**config.mk**
```make
export PLATFORM = sky130hd
export DESIGN_NAME = virq_ctrl
export DESIGN_NICKNAME = d
export VERILOG_FILES = /design/src/hw/virq_pkg.sv /design/src/hw/virq_ctrl.sv
export SDC_FILE = /design/constraint.sdc
export NUM_CORES = 1
export LEC_CHECK = 0
export ABC_AREA = 1
export BUFFER_PORTS_ARGS = -buffer_cell sky130_fd_sc_hd__buf_4
export CAP_MARGIN = 20
export CORE_AREA = 2 2 129 131
export CTS_CLUSTER_SIZE = 10
export DETAILED_ROUTE_END_ITERATION = 7
export DIE_AREA = 0 0 131 133
export PLACE_DENSITY_LB_ADDON = 0.25
export SLEW_MARGIN = 15
export SYNTH_ARGS = -nofsm -noshare
export SYNTH_HDL_FRONTEND = slang
export SYNTH_SLANG_ARGS = --single-unit
```
**constraint.sdc**
```tcl
create_clock -name clock -period 13.1 [get_ports clock]
set_input_delay 1.965 -clock clock [delete_from_list [all_inputs] [get_ports clock]]
set_output_delay 1.965 -clock clock [all_outputs]
set_load 0.02 [all_outputs]
```
**src/hw/virq_pkg.sv**
```systemverilog
// constants and carrier types of the vectored interrupt and wake controller
package virq_pkg;
   localparam int NSRC = 14;
   // register offsets
   localparam logic [7:0] OFS_PINEN  = 8'h84;
   localparam logic [7:0] OFS_PINFLG = 8'h85;
   localparam logic [7:0] OFS_TCTL   = 8'h88;
   localparam logic [7:0] OFS_FLG    = 8'h95;
   localparam logic [7:0] OFS_P1WK   = 8'h96;
   localparam logic [7:0] OFS_PWM_OUTPUT_AND_IRQ_CTRL  = 8'h9E;
   localparam logic [7:0] OFS_PWM_CLEAR_AND_IRQ_CTRL = 8'h9F;
   localparam logic [7:0] OFS_IEN    = 8'hA8;
   localparam logic [7:0] OFS_IEN1   = 8'hA9;
   localparam logic [7:0] OFS_PRIL   = 8'hB8;
   localparam logic [7:0] OFS_PRIH   = 8'hB9;
   localparam logic [7:0] OFS_PRI1L  = 8'hBA;
   localparam logic [7:0] OFS_PRI1H  = 8'hBB;
   // reset values
   localparam logic [7:0] RST_ENABLES = 8'h00;
   localparam logic [7:0] RST_FLAGS   = 8'h00;
   localparam logic [7:0] RST_PRIO    = 8'h00;
   // base enable register fields
   localparam int B_GATE = 7;
   localparam int B_RSVD = 6;
   localparam int B_TMR2 = 5;
   localparam int B_UART1 = 4;
   localparam int B_TMR1 = 3;
   localparam int B_PIN1EN = 2;
   localparam int B_TMR0 = 1;
   localparam int B_PIN0EN = 0;
   // extended enable register fields
   localparam int B_PWMGRP = 7;
   localparam int B_TWI = 6;
   localparam int B_PINLV = 2;
   localparam int B_P1CHG = 1;
   // pwm channel enables, trigger control, flags
   localparam int B_PWM1EN = 7;
   localparam int B_PWM0EN = 6;
   localparam int B_PWM2EN = 7;
   localparam int B_PIN1FLG = 3;
   localparam int B_PIN1TRIG = 2;
   localparam int B_PIN0FLG = 1;
   localparam int B_PIN0TRIG = 0;
   localparam int B_LVFLG = 7;
   localparam int B_P1FLG = 1;
   // source slots in polling order
   localparam logic [3:0] S_PIN0 = 4'h0;
   localparam logic [3:0] S_PIN1 = 4'h2;
   localparam logic [3:0] S_P1 = 4'h7;
   localparam logic [4:0] RSV_SLOT = 5'h06;
   localparam logic [15:0] VEC_BASE = 16'h0003;
   localparam logic [15:0] VEC_STEP = 16'h0008;
   localparam logic [15:0] VEC_RSV = 16'h0033;

   typedef struct packed {
      logic       timer_zero_overflow;
      logic       timer_one_overflow;
      logic       timer_two_overflow;
      logic       timer_two_external_flag;
      logic       timer_three_flag;
      logic       uart1_rx_done;
      logic       uart1_tx_done;
      logic       uart2_rx_done;
      logic       uart2_tx_done;
      logic       lowvolt_detect_flag;
      logic       converter_done_flag;
      logic       touch_key_flag;
      logic       serial_xfer_done;
      logic       serial_write_collision;
      logic       serial_mode_fault;
      logic [3:0] twowire_flags;
      logic       pwm_ch0_flag;
      logic       pwm_ch1_flag;
      logic       pwm_ch2_flag;
   } virq_flags_t;

   typedef struct packed {
      logic        req;
      logic [15:0] vector;
      logic [1:0]  level;
   } virq_irq_t;
endpackage

```
**src/hw/virq_ctrl.sv**
```systemverilog
// interrupt arbiter, vector source and wake logic for an 8051-style core
`timescale 1ns/1ps
module virq_ctrl (
   input  wire logic                 clock,
   input  wire logic                 arst_n,
   input  wire logic [7:0]           bus_addr,
   input  wire logic [7:0]           bus_wdata,
   input  wire logic                 bus_wr,
   input  wire logic                 bus_rd,
   output      logic [7:0]           bus_rdata,
   input  wire virq_pkg::virq_flags_t periph_flags,
   input  wire logic [9:0]           ext_pin,
   input  wire logic [7:0]           port1_pin,
   input  wire logic                 core_ack,
   input  wire logic                 core_reti,
   output      virq_pkg::virq_irq_t  irq_out,
   output      logic                 idle_wake,
   output      logic                 halt_wake,
   output      logic                 pd_refuse
);
   logic [9:0]  pin_s1_reg, pin_s2_reg, pin_prev_reg;
   logic [7:0]  p1_s1_reg, p1_s2_reg, p1_prev_reg;
   logic [7:0]  pin_en_reg, pin_flg_reg, p1wk_reg, ien_reg, ien1_reg;
   logic [7:0]  pri1l_reg, pri1h_reg, rdata_reg;
   logic [5:0]  pril_reg, prih_reg;
   logic [1:0]  trig_reg, edge_reg, pwm_output_and_irq_ctrl_reg;
   logic        pwm2en_reg, p1flg_reg;
   logic [3:0]  insvc_reg, idx_reg;
   logic        idle_wake_reg, halt_wake_reg, pd_refuse_reg;
   virq_pkg::virq_irq_t irq_reg;

   // winner search: lowest slot wins among the highest level
   function automatic logic [6:0] pick(input logic [13:0] rq,
                                       input logic [13:0] hi,
                                       input logic [13:0] lo);
      logic       found;
      logic [3:0] best;
      logic [1:0] lvl;
      found = 1'b0;
      best = 4'h0;
      lvl = 2'h0;
      for (int i = virq_pkg::NSRC - 1; i >= 0; i--) begin
         if (rq[i] && (!found || {hi[i], lo[i]} >= lvl)) begin
            found = 1'b1;
            best = 4'(i);
            lvl = {hi[i], lo[i]};
         end
      end
      return {found, best, lvl};
   endfunction

   // every slot from the reserved one on moves up one, skipping it
   function automatic logic [15:0] vec_of(input logic [3:0] idx);
      logic [4:0] slot;
      slot = {1'b0, idx};
      if (slot >= virq_pkg::RSV_SLOT) begin
         slot = slot + 5'h01;
      end
      return virq_pkg::VEC_BASE + {11'h000, slot} * virq_pkg::VEC_STEP;
   endfunction

   // highest level now in service
   function automatic logic [2:0] top_of(input logic [3:0] sv);
      logic [2:0] t;
      t = 3'h0;
      for (int i = 0; i < 4; i++) begin
         if (sv[i]) begin
            t = {1'b1, 2'(i)};
         end
      end
      return t;
   endfunction

   // pin side: both ports are asynchronous to this clock
   wire [9:0] fall = pin_prev_reg & ~pin_s2_reg;
   wire [7:0] p1_chg = (p1_s2_reg ^ p1_prev_reg) & p1wk_reg;

   // register write decode
   wire wr_pinen  = bus_wr && bus_addr == virq_pkg::OFS_PINEN;
   wire wr_pinflg = bus_wr && bus_addr == virq_pkg::OFS_PINFLG;
   wire wr_tctl   = bus_wr && bus_addr == virq_pkg::OFS_TCTL;
   wire wr_flg    = bus_wr && bus_addr == virq_pkg::OFS_FLG;
   wire wr_p1wk   = bus_wr && bus_addr == virq_pkg::OFS_P1WK;
   wire wr_pwm_output_and_irq_ctrl  = bus_wr && bus_addr == virq_pkg::OFS_PWM_OUTPUT_AND_IRQ_CTRL;
   wire wr_pwm_clear_and_irq_ctrl = bus_wr && bus_addr == virq_pkg::OFS_PWM_CLEAR_AND_IRQ_CTRL;
   wire wr_ien    = bus_wr && bus_addr == virq_pkg::OFS_IEN;
   wire wr_ien1   = bus_wr && bus_addr == virq_pkg::OFS_IEN1;
   wire wr_pril   = bus_wr && bus_addr == virq_pkg::OFS_PRIL;
   wire wr_prih   = bus_wr && bus_addr == virq_pkg::OFS_PRIH;
   wire wr_pri1l  = bus_wr && bus_addr == virq_pkg::OFS_PRI1L;
   wire wr_pri1h  = bus_wr && bus_addr == virq_pkg::OFS_PRI1H;

   // acknowledge only counts while a request is shown
   wire ack_ok = core_ack && irq_reg.req;
   wire ack_pin0 = ack_ok && idx_reg == virq_pkg::S_PIN0;
   wire ack_pin1 = ack_ok && idx_reg == virq_pkg::S_PIN1;
   wire ack_p1 = ack_ok && idx_reg == virq_pkg::S_P1;

   // level mode shows the synchronised pin inverted; edge mode the latched flag
   wire pin0_flag = trig_reg[0] ? edge_reg[0] : !pin_s2_reg[0];
   wire pin1_flag = trig_reg[1] ? edge_reg[1] : !pin_s2_reg[1];
   wire [1:0] edge_set = trig_reg & fall[1:0];
   wire [1:0] edge_ack = {ack_pin1 && trig_reg[1], ack_pin0 && trig_reg[0]};
   wire [1:0] edge_wr = {bus_wdata[virq_pkg::B_PIN1FLG], bus_wdata[virq_pkg::B_PIN0FLG]};
   // set beats both the software clear and the service clear
   wire [1:0] edge_next = edge_set | (wr_tctl ? edge_wr : edge_reg & ~edge_ack);
   wire [7:0] pin_flg_next = fall[9:2] | (wr_pinflg ? bus_wdata : pin_flg_reg);
   wire p1flg_next = (|p1_chg) |
                     (wr_flg ? bus_wdata[virq_pkg::B_P1FLG] : p1flg_reg && !ack_p1);

   // pending flags per slot, source enable ignored here; pin and pwm channel enables applied
   virq_pkg::virq_flags_t pf;
   assign pf = periph_flags;
   wire grp_pins = |(pin_en_reg & pin_flg_reg) || pf.lowvolt_detect_flag;
   wire pwm_any = (pf.pwm_ch0_flag && pwm_output_and_irq_ctrl_reg[0]) ||
                  (pf.pwm_ch1_flag && pwm_output_and_irq_ctrl_reg[1]) ||
                  (pf.pwm_ch2_flag && pwm2en_reg);
   wire [13:0] pend = {pwm_any,
                       |pf.twowire_flags,
                       pf.uart2_rx_done || pf.uart2_tx_done,
                       pf.serial_xfer_done || pf.serial_write_collision ||
                       pf.serial_mode_fault,
                       pf.converter_done_flag || pf.touch_key_flag,
                       grp_pins,
                       p1flg_reg,
                       pf.timer_three_flag,
                       pf.timer_two_overflow || pf.timer_two_external_flag,
                       pf.uart1_rx_done || pf.uart1_tx_done,
                       pf.timer_one_overflow,
                       pin1_flag,
                       pf.timer_zero_overflow,
                       pin0_flag};
   wire [13:0] srcen = {ien1_reg[7:1], ien1_reg[0],
                        ien_reg[virq_pkg::B_TMR2], ien_reg[virq_pkg::B_UART1],
                        ien_reg[virq_pkg::B_TMR1], ien_reg[virq_pkg::B_PIN1EN],
                        ien_reg[virq_pkg::B_TMR0],
                        ien_reg[virq_pkg::B_PIN0EN]};
   wire global_irq_gate = ien_reg[virq_pkg::B_GATE];
   wire [13:0] req = global_irq_gate ? pend & srcen : 14'h0000;

   // priority bits, two per source
   wire [13:0] pri_hi = {pri1h_reg, prih_reg};
   wire [13:0] pri_lo = {pri1l_reg, pril_reg};
   wire [6:0] cand = pick(req, pri_hi, pri_lo);
   wire [2:0] top = top_of(insvc_reg);
   // equal or higher level in service holds the newcomer back
   wire cand_ok = cand[6] && (!top[2] || cand[1:0] > top[1:0]);
   wire irq_req_next = cand_ok && !core_ack && !core_reti;

   // nesting: return pops the highest level, acknowledge pushes one
   wire [3:0] pop_mask = top[2] && core_reti ? 4'h1 << top[1:0] : 4'h0;
   wire [3:0] push_mask = ack_ok ? 4'h1 << irq_reg.level : 4'h0;
   wire [3:0] insvc_next = (insvc_reg & ~pop_mask) | push_mask;

   // halt wake and power-down refusal: pin sources ignore the global gate
   wire halt_wake_next = (ien_reg[virq_pkg::B_PIN0EN] && pin0_flag) ||
                         (ien_reg[virq_pkg::B_PIN1EN] && pin1_flag) ||
                         (ien1_reg[virq_pkg::B_PINLV] && |(pin_en_reg & pin_flg_reg)) ||
                         p1flg_reg;
   wire [9:0] wake_en = {pin_en_reg, ien_reg[virq_pkg::B_PIN1EN], ien_reg[virq_pkg::B_PIN0EN]};
   wire pd_refuse_next = |(wake_en & ~pin_s2_reg);

   // read mux; unmapped addresses read zero
   wire [7:0] rd_mux =
      bus_addr == virq_pkg::OFS_PINEN  ? pin_en_reg :
      bus_addr == virq_pkg::OFS_PINFLG ? pin_flg_reg :
      bus_addr == virq_pkg::OFS_TCTL   ? {4'h0, pin1_flag, trig_reg[1], pin0_flag, trig_reg[0]} :
      bus_addr == virq_pkg::OFS_FLG    ? {pf.lowvolt_detect_flag, 5'h00, p1flg_reg, 1'b0} :
      bus_addr == virq_pkg::OFS_P1WK   ? p1wk_reg :
      bus_addr == virq_pkg::OFS_PWM_OUTPUT_AND_IRQ_CTRL  ? {pwm_output_and_irq_ctrl_reg[1], pwm_output_and_irq_ctrl_reg[0], 6'h00} :
      bus_addr == virq_pkg::OFS_PWM_CLEAR_AND_IRQ_CTRL ? {pwm2en_reg, 7'h00} :
      bus_addr == virq_pkg::OFS_IEN    ? ien_reg :
      bus_addr == virq_pkg::OFS_IEN1   ? ien1_reg :
      bus_addr == virq_pkg::OFS_PRIL   ? {2'h0, pril_reg} :
      bus_addr == virq_pkg::OFS_PRIH   ? {2'h0, prih_reg} :
      bus_addr == virq_pkg::OFS_PRI1L  ? pri1l_reg :
      bus_addr == virq_pkg::OFS_PRI1H  ? pri1h_reg : 8'h00;

   // synchronisers; first stage feeds only the second
   always_ff @(posedge clock or negedge arst_n) begin
      if (!arst_n) begin
         pin_s1_reg <= 10'h3FF;
         pin_s2_reg <= 10'h3FF;
         pin_prev_reg <= 10'h3FF;
         p1_s1_reg <= 8'h00;
         p1_s2_reg <= 8'h00;
         p1_prev_reg <= 8'h00;
      end else begin
         pin_s1_reg <= ext_pin;
         pin_s2_reg <= pin_s1_reg;
         pin_prev_reg <= pin_s2_reg;
         p1_s1_reg <= port1_pin;
         p1_s2_reg <= p1_s1_reg;
         p1_prev_reg <= p1_s2_reg;
      end
   end

   // software registers
   always_ff @(posedge clock or negedge arst_n) begin
      if (!arst_n) begin
         pin_en_reg <= virq_pkg::RST_ENABLES;
         p1wk_reg <= virq_pkg::RST_ENABLES;
         ien_reg <= virq_pkg::RST_ENABLES;
         ien1_reg <= virq_pkg::RST_ENABLES;
         pwm_output_and_irq_ctrl_reg <= 2'h0;
         pwm2en_reg <= 1'b0;
         trig_reg <= 2'h0;
         pril_reg <= 6'h00;
         prih_reg <= 6'h00;
         pri1l_reg <= virq_pkg::RST_PRIO;
         pri1h_reg <= virq_pkg::RST_PRIO;
      end else begin
         if (wr_pinen) pin_en_reg <= bus_wdata;
         if (wr_p1wk) p1wk_reg <= bus_wdata;
         if (wr_ien) ien_reg <= bus_wdata & ~(8'h01 << virq_pkg::B_RSVD);
         if (wr_ien1) ien1_reg <= bus_wdata;
         if (wr_pwm_output_and_irq_ctrl) pwm_output_and_irq_ctrl_reg <= {bus_wdata[virq_pkg::B_PWM1EN], bus_wdata[virq_pkg::B_PWM0EN]};
         if (wr_pwm_clear_and_irq_ctrl) pwm2en_reg <= bus_wdata[virq_pkg::B_PWM2EN];
         if (wr_tctl) begin
            trig_reg <= {bus_wdata[virq_pkg::B_PIN1TRIG], bus_wdata[virq_pkg::B_PIN0TRIG]};
         end
         if (wr_pril) pril_reg <= bus_wdata[5:0];
         if (wr_prih) prih_reg <= bus_wdata[5:0];
         if (wr_pri1l) pri1l_reg <= bus_wdata;
         if (wr_pri1h) pri1h_reg <= bus_wdata;
      end
   end

   // flags, arbitration state and outputs
   always_ff @(posedge clock or negedge arst_n) begin
      if (!arst_n) begin
         edge_reg <= 2'h0;
         pin_flg_reg <= virq_pkg::RST_FLAGS;
         p1flg_reg <= 1'b0;
         insvc_reg <= 4'h0;
         idx_reg <= 4'h0;
         irq_reg <= '0;
         idle_wake_reg <= 1'b0;
         halt_wake_reg <= 1'b0;
         pd_refuse_reg <= 1'b0;
         rdata_reg <= 8'h00;
      end else begin
         edge_reg <= edge_next;
         pin_flg_reg <= pin_flg_next;
         p1flg_reg <= p1flg_next;
         insvc_reg <= insvc_next;
         idx_reg <= cand[5:2];
         irq_reg.req <= irq_req_next;
         irq_reg.vector <= vec_of(cand[5:2]);
         irq_reg.level <= cand[1:0];
         idle_wake_reg <= |req;
         halt_wake_reg <= halt_wake_next;
         pd_refuse_reg <= pd_refuse_next;
         rdata_reg <= bus_rd ? rd_mux : 8'h00;
      end
   end

   assign bus_rdata = rdata_reg;
   assign irq_out = irq_reg;
   assign idle_wake = idle_wake_reg;
   assign halt_wake = halt_wake_reg;
   assign pd_refuse = pd_refuse_reg;
endmodule // virq_ctrl

```
==> impl_metrics.tcl, run 1 <==
set metrics [dict create \
    worst_skew_pair.late_latency_ps 420 \
    status "complete, but fails checks" \
    synth_area_leaders "sky130_fd_sc_hd__dfrtp_1 40%, sky130_fd_sc_hd__nand2_1 10%, sky130_fd_sc_hd__dfstp_2 10%" \
    timing.critical_path.required_ps 13410 \
    critical_path.max_stage_delay_ps 420 \
    syn_area_um2 7860 \
    post-synth-top-count-cell "sky130_fd_sc_hd__nand2_1" \
    async_flop_share 1.00 \
    final_layout_size_suffix_gt1_frac 0.360 \
    root_buf_cell "sky130_fd_sc_hd__clkbuf_16" \
    grt.overflow.total 0 \
    synth_cell_type_count 43 \
    via_count 7436 \
    groute.usage.overall 0.260 \
    final_hold_viol_count 0 \
    worst_case_headroom_to_the_max_slew_limit 0.424 \
    fp.dieH_um 133 \
    num-fill-cells 1263 \
    cts.sink_count 157 \
    core-area_um2 16200 \
    crit_path_start_kind "input port" \
    cts_tree "built" \
    crit_end_category "flip-flop" \
    final_net_count 1236 \
    number_of_remaining_drc_errors 0 \
    p_total_mw 1.06 \
    synth_cells 932 \
    achievable-frequency_ghz 0.0731 \
    globalplace.congestion 0.923 \
    dp.final_hpwl_mm 14.7 \
    period_share 1.04 \
    maxSlewViolCount 0 \
    layout.area.seq_um2 3970 \
    initial_core_util 0.486 \
    final.setup.worst_slack_ps -572 \
    avgRoutedWirePerCell_um 16.8 \
    clkTransAtPathRegs_ps 60 \
    synth_enable_flop_cells 0 \
    clock_skew_ps 8.36 \
    dieArea_um2 17400 \
    cell_taking_the_most_area_after_synthesis "sky130_fd_sc_hd__dfrtp_1" \
    fp-row-count 47 \
    hold_start "p1_s1_reg[4]" \
    synthesis.yosys.warnings 0 \
    min_path_type "reg -> reg" \
    synth_flop_cell "sky130_fd_sc_hd__dfrtp_1" \
    hold_slack_ps 348 \
    detailedRoute.firstIterationViolations 568 \
    hold_depth 0 \
    grt_max_degree 97 \
    drt-vias-per-instance 5.38 \
    p_per_area_nw_per_um2 97.4 \
    failed_checks "negative setup slack" \
    critical_path.most_common_cell "sky130_fd_sc_hd__nand2_2" \
    period_minus_slack_ps 13670 \
    final_antenna_net_count 0 \
    ff2ff_setup_slack_ps 590 \
    floorplan.die.width_um 131 \
    grt_pass1_vias 7065 \
    timing_worst_slew_pin_value_ps 858 \
    critical-path-top-delay-family "simple AND/OR/NAND/NOR gates" \
    place.port_buffers 82 \
    syn_avg_cell_area_um2 8.43 \
    clock_tree.buffer_depth 2 \
    cp.buffers_inverters 12 \
    multi_input_gate_area_in_the_final_layout_um2 3840 \
    syn_to_final_growth_pct 37.9 \
    grt_setup_unrepaired "yes" \
    setup-violations-final 12 \
    critPathArrivalTime_ps 13980 \
    antenna_found_initial 0 \
    rr_endpoint "irq_out[7]" \
    cts_buf_count 17 \
    synth_seq_cells 157 \
    critPathKind "in -> reg" \
    grt_first_pass_wirelength_mm 35.2 \
    fraction_of_synthesized_cell_area_taken_by_the_top_area_cell_type 0.405 \
    netlist_top_cells_count "213 x sky130_fd_sc_hd__nand2_1, 141 x sky130_fd_sc_hd__inv_1, 127 x sky130_fd_sc_hd__dfrtp_1, 106 x sky130_fd_sc_hd__o21ai_0, 56 x sky130_fd_sc_hd__nor2_1" \
    reg2regPathDepth 104 \
    n_antenna_cell 0 \
    power_leakage_nw 5.35 \
    h-tree-depth 4 \
    irDropWorstVdd_mv 0.112 \
    timing.hold.worst_endpoint "p1_s2_reg[4]" \
    pin_count 92 \
    worst_path_max_delay_cell "sky130_fd_sc_hd__or3b_4" \
    rr_startpoint "pwm_output_and_irq_ctrl_reg[1]" \
    yosysSeqAreaShare 0.505 \
    drv.max_cap_violation_count 0 \
    wirelength_mm 23.3 \
    drtPass1Iterations 7 \
    timing.critical_path.fanout_max 6 \
]
## area by class of cell
| cell class | instances | area share |
|---|---|---|
| Clock inverter | 12 | 0.00843 |
| Clock buffer | 20 | 0.0403 |
| Sequential cell | 157 | 0.366 |
| Inverter | 148 | 0.0531 |
| Timing Repair Buffer | 210 | 0.152 |
| Multi-Input combinational cell | 615 | 0.355 |
| Tap cell | 220 | 0.0254 |
## worst register-to-register path, delay by kind of cell, from the launching register on
kind / cells / cell delay [ps]
fa+ha+maj: 14 / 3730
flops: 1 / 430
buf+inv: 11 / 830
compound gates: 20 / 1780
simple gates: 59 / 5610
## how the worst max path moves through the flow
stage	depth (start not counted)	slack, ps	startpoint	to
final	105	-570	periph_flags[1]	irq_out[7]
after global routing	107	-1300	periph_flags[1]	irq_out[18]
after CTS	108	-120	periph_flags[2]	irq_out[18]
after detailed placement	109	-890	periph_flags[1]	irq_out[18]
after global placement	109	-470	periph_flags[1]	irq_out[18]
after floorplan	110	4	periph_flags[1]	irq_out[18]
## cells by family after synthesis
kind of cell | count (synthesis) | synth area share
and+or+nand+nor | 393 | 0.231
AOI/OAI and AO/OA | 186 | 0.137
DFF | 157 | 0.505
buffers and inverters | 168 | 0.0855
other | 2 | 0.000956
adders and majority gates | 25 | 0.0398
xor gates and xnor gates | 1 | 0.00112
## cells in the final DEF, fill, tap and decap left out, types with 21 or more instances in the layout
cell and n:
sky130_fd_sc_hd__nand2_1 181, sky130_fd_sc_hd__buf_4 192, sky130_fd_sc_hd__dfstp_2 30, sky130_fd_sc_hd__a21oi_1 21
sky130_fd_sc_hd__dfrtp_1 127, sky130_fd_sc_hd__inv_1 133, sky130_fd_sc_hd__o21ai_0 94, sky130_fd_sc_hd__nor2_1 48
sky130_fd_sc_hd__nand3_1 35, sky130_fd_sc_hd__nand2_2 35, sky130_fd_sc_hd__nand2_4 21
## per-stage QoR
| stage | setup TNS [ps] | utilization | setup slack (ps) | instances | cell area [µm²] |
|---|---|---|---|---|---|
| finish | -3820 | 0.670 | -572 | 1382 | 10800 |
| global route | -12160 | 0.670 | -1300 | 1382 | 10800 |
| CTS | -301 | 0.640 | -117 | 1364 | 10400 |
| detailed placement | -6690 | 0.565 | -894 | 1275 | 9140 |
| global placement | -2280 | 0.565 | -470 | 1275 | 9140 |
| floorplan | 0 | - | 3.52 | 940 | 7960 |
## layer usage
metal  part of all wire  GRT usage  wire length [µm]
met1               0.41      0.346              9470
met2               0.50      0.429             11700
met3              0.052     0.0441              1220
met4              0.037     0.0934               861
met5                  0          0                 0
## power by group
part / switching [mW] / leakage (nW) / internal [mW] / total [mW]
clock network: 0.198 / 0.255 / 0.244 / 0.442
logic: 0.0530 / 3.14 / 0.0344 / 0.0875
registers: 0.0163 / 1.96 / 0.509 / 0.526
## repair_timing
item / CTS / global route
hold buffers: 0 / 0
setup endpoints to repair: 8 / 12
buffers inserted: 58 / 21
resized for setup: 64 / 72
pin swaps: 76 / 82
Power figures use the tool's default switching activity.
==> inputs of run 2 (changes only) <==
CORE_AREA = 2 2 181 94   (was 2 2 129 131)
DIE_AREA = 0 0 183 96   (was 0 0 131 133)
MAX_ROUTING_LAYER = met4   (was not set)
==> impl_metrics.tcl, run 2 (same netlist as run 1, synthesis figures left out) <==
set metrics [dict create \
    setup-violations-final 9 \
    syn_to_final_growth_pct 39.2 \
    timing.critical_path.fanout_max 5 \
    crit_path_start_kind "input port" \
    crit_end_category "flip-flop" \
    p_per_area_nw_per_um2 102 \
    cp.buffers_inverters 32 \
    place.port_buffers 82 \
    period_share 1.03 \
    detailedPlace.worstSlack_ps -859 \
    worst_skew_pair.late_latency_ps 430 \
    critical-path-top-delay-family "simple AND/OR/NAND/NOR gates" \
    groute.usage.overall 0.288 \
    timing_worst_slew_pin_value_ps 976 \
    clock_tree.buffer_depth 2 \
    dp.final_hpwl_mm 16.0 \
    hold_start "p1_s1_reg[7]" \
    timing.critical_path.required_ps 13480 \
    grt_max_degree 80 \
    critPathArrivalTime_ps 13890 \
    grt_pass1_vias 6877 \
    cts_tree "built" \
    critical_path.max_stage_delay_ps 290 \
    final_util 0.683 \
    critPathKind "in -> reg" \
    failed_checks "negative setup slack" \
    wirelength_mm 25.0 \
    final.setup.worst_slack_ps -410 \
    final_net_count 1248 \
    cts_buf_count 17 \
    pin_count 92 \
    initial_core_util 0.490 \
    fp-row-count 33 \
    status "complete, but fails checks" \
    critical_path.most_common_cell "sky130_fd_sc_hd__buf_4" \
    n_antenna_cell 0 \
    final_hold_viol_count 0 \
    clkTransAtPathRegs_ps 70 \
    period_minus_slack_ps 13510 \
    hold_slack_ps 345 \
    stdcell_count 1384 \
    avgRoutedWirePerCell_um 18.0 \
    min_path_type "reg -> reg" \
    detailedRoute.firstIterationViolations 954 \
    drv.max_cap_violation_count 0 \
    final_layout_size_suffix_gt1_frac 0.375 \
    ctsHoldBuffers 0 \
    layout_common_cells "210 x sky130_fd_sc_hd__buf_4, 179 x sky130_fd_sc_hd__nand2_1, 129 x sky130_fd_sc_hd__inv_1" \
    drtPass1Iterations 6 \
    irDropWorstVdd_mv 0.104 \
    grt_first_pass_wirelength_mm 37.0 \
    achievable-frequency_ghz 0.0740 \
    placed_cell_area_um2 9080 \
    p_total_mw 1.11 \
    multi_input_gate_area_in_the_final_layout_um2 3830 \
    drt-vias-per-instance 5.49 \
    tns_ps -2470 \
    place.detailed.instances 1260 \
    worst_case_headroom_to_the_max_slew_limit 0.349 \
    clock_skew_ps 10.9 \
    num-fill-cells 1262 \
    maxSlewViolCount 0 \
    via_count 7595 \
    fp.dieH_um 96 \
    crit_path_start "periph_flags[1]" \
    floorplan.die.width_um 183 \
    cts.sink_count 157 \
    worst_path_max_delay_cell "sky130_fd_sc_hd__ha_1" \
    final_antenna_net_count 0 \
    core-area_um2 16000 \
    rr_startpoint "pwm_output_and_irq_ctrl_reg[1]" \
    number_of_remaining_drc_errors 0 \
    dieArea_um2 17600 \
    grt_setup_unrepaired "yes" \
    grt.overflow.total 0 \
    globalplace.congestion 0.942 \
    antenna_found_initial 0 \
    h-tree-depth 4 \
    layout.area.seq_um2 3970 \
    power_leakage_nw 5.39 \
    root_buf_cell "sky130_fd_sc_hd__clkbuf_16" \
    mostFrequentLayoutCell "sky130_fd_sc_hd__buf_4" \
    finish.instance_area_um2 10900 \
]
[run 2: path summary, 6_finish.rpt]
kind                                      to  slack [ps]  cells after the start
worst max-delay path              irq_out[0]        -410                    110
worst min-delay path            p1_s2_reg[7]         340                      0
worst max register to register    irq_out[0]         710                    109
worst min register to register  p1_s2_reg[7]         340                      0
max in group asynchronous        trig_reg[1]       10060                      2
min in group asynchronous       p1_s1_reg[4]        1550                      1
[run 2: area by class of cell]
class | instances | share of cell area
Sequential cell | 157 | 0.363
Multi-Input combinational cell | 615 | 0.351
Timing Repair Buffer | 222 | 0.157
Inverter | 148 | 0.0515
Clock buffer | 21 | 0.0421
Tap cell | 210 | 0.0240
Clock inverter | 11 | 0.0121
[run 2: layer usage]
metal  GRT usage  up-vias  share of wire
met1       0.420     3679           0.45
met5           -        -              0
li1            -     3502              -
met3      0.0757       40           0.10
met2       0.399      374           0.43
met4      0.0720        0          0.016
[run 2: timing repair]
action / CTS / global route
setup buffers: 72 / 22
pin swaps: 71 / 67
resized for setup: 54 / 74
endpoints found under the setup margin: 9 / 12
[run 2: power breakdown]
part           internal (mW)  total [mW]  switching [mW]
Sequential             0.509       0.526          0.0164
Combinational         0.0342      0.0882          0.0541
Clock                  0.293       0.501           0.208
Total                  0.837        1.11           0.278
[run 2: worst reg2reg max path, delay by kind of cell (launching register included)]
kind,cells,cell delay [ps]
adder cells (fa/ha/maj),11,2900
flip-flops,1,460
buffers and inverters,31,3240
AO/OA/AOI/OAI,17,1740
AND/OR/NAND/NOR,50,4010
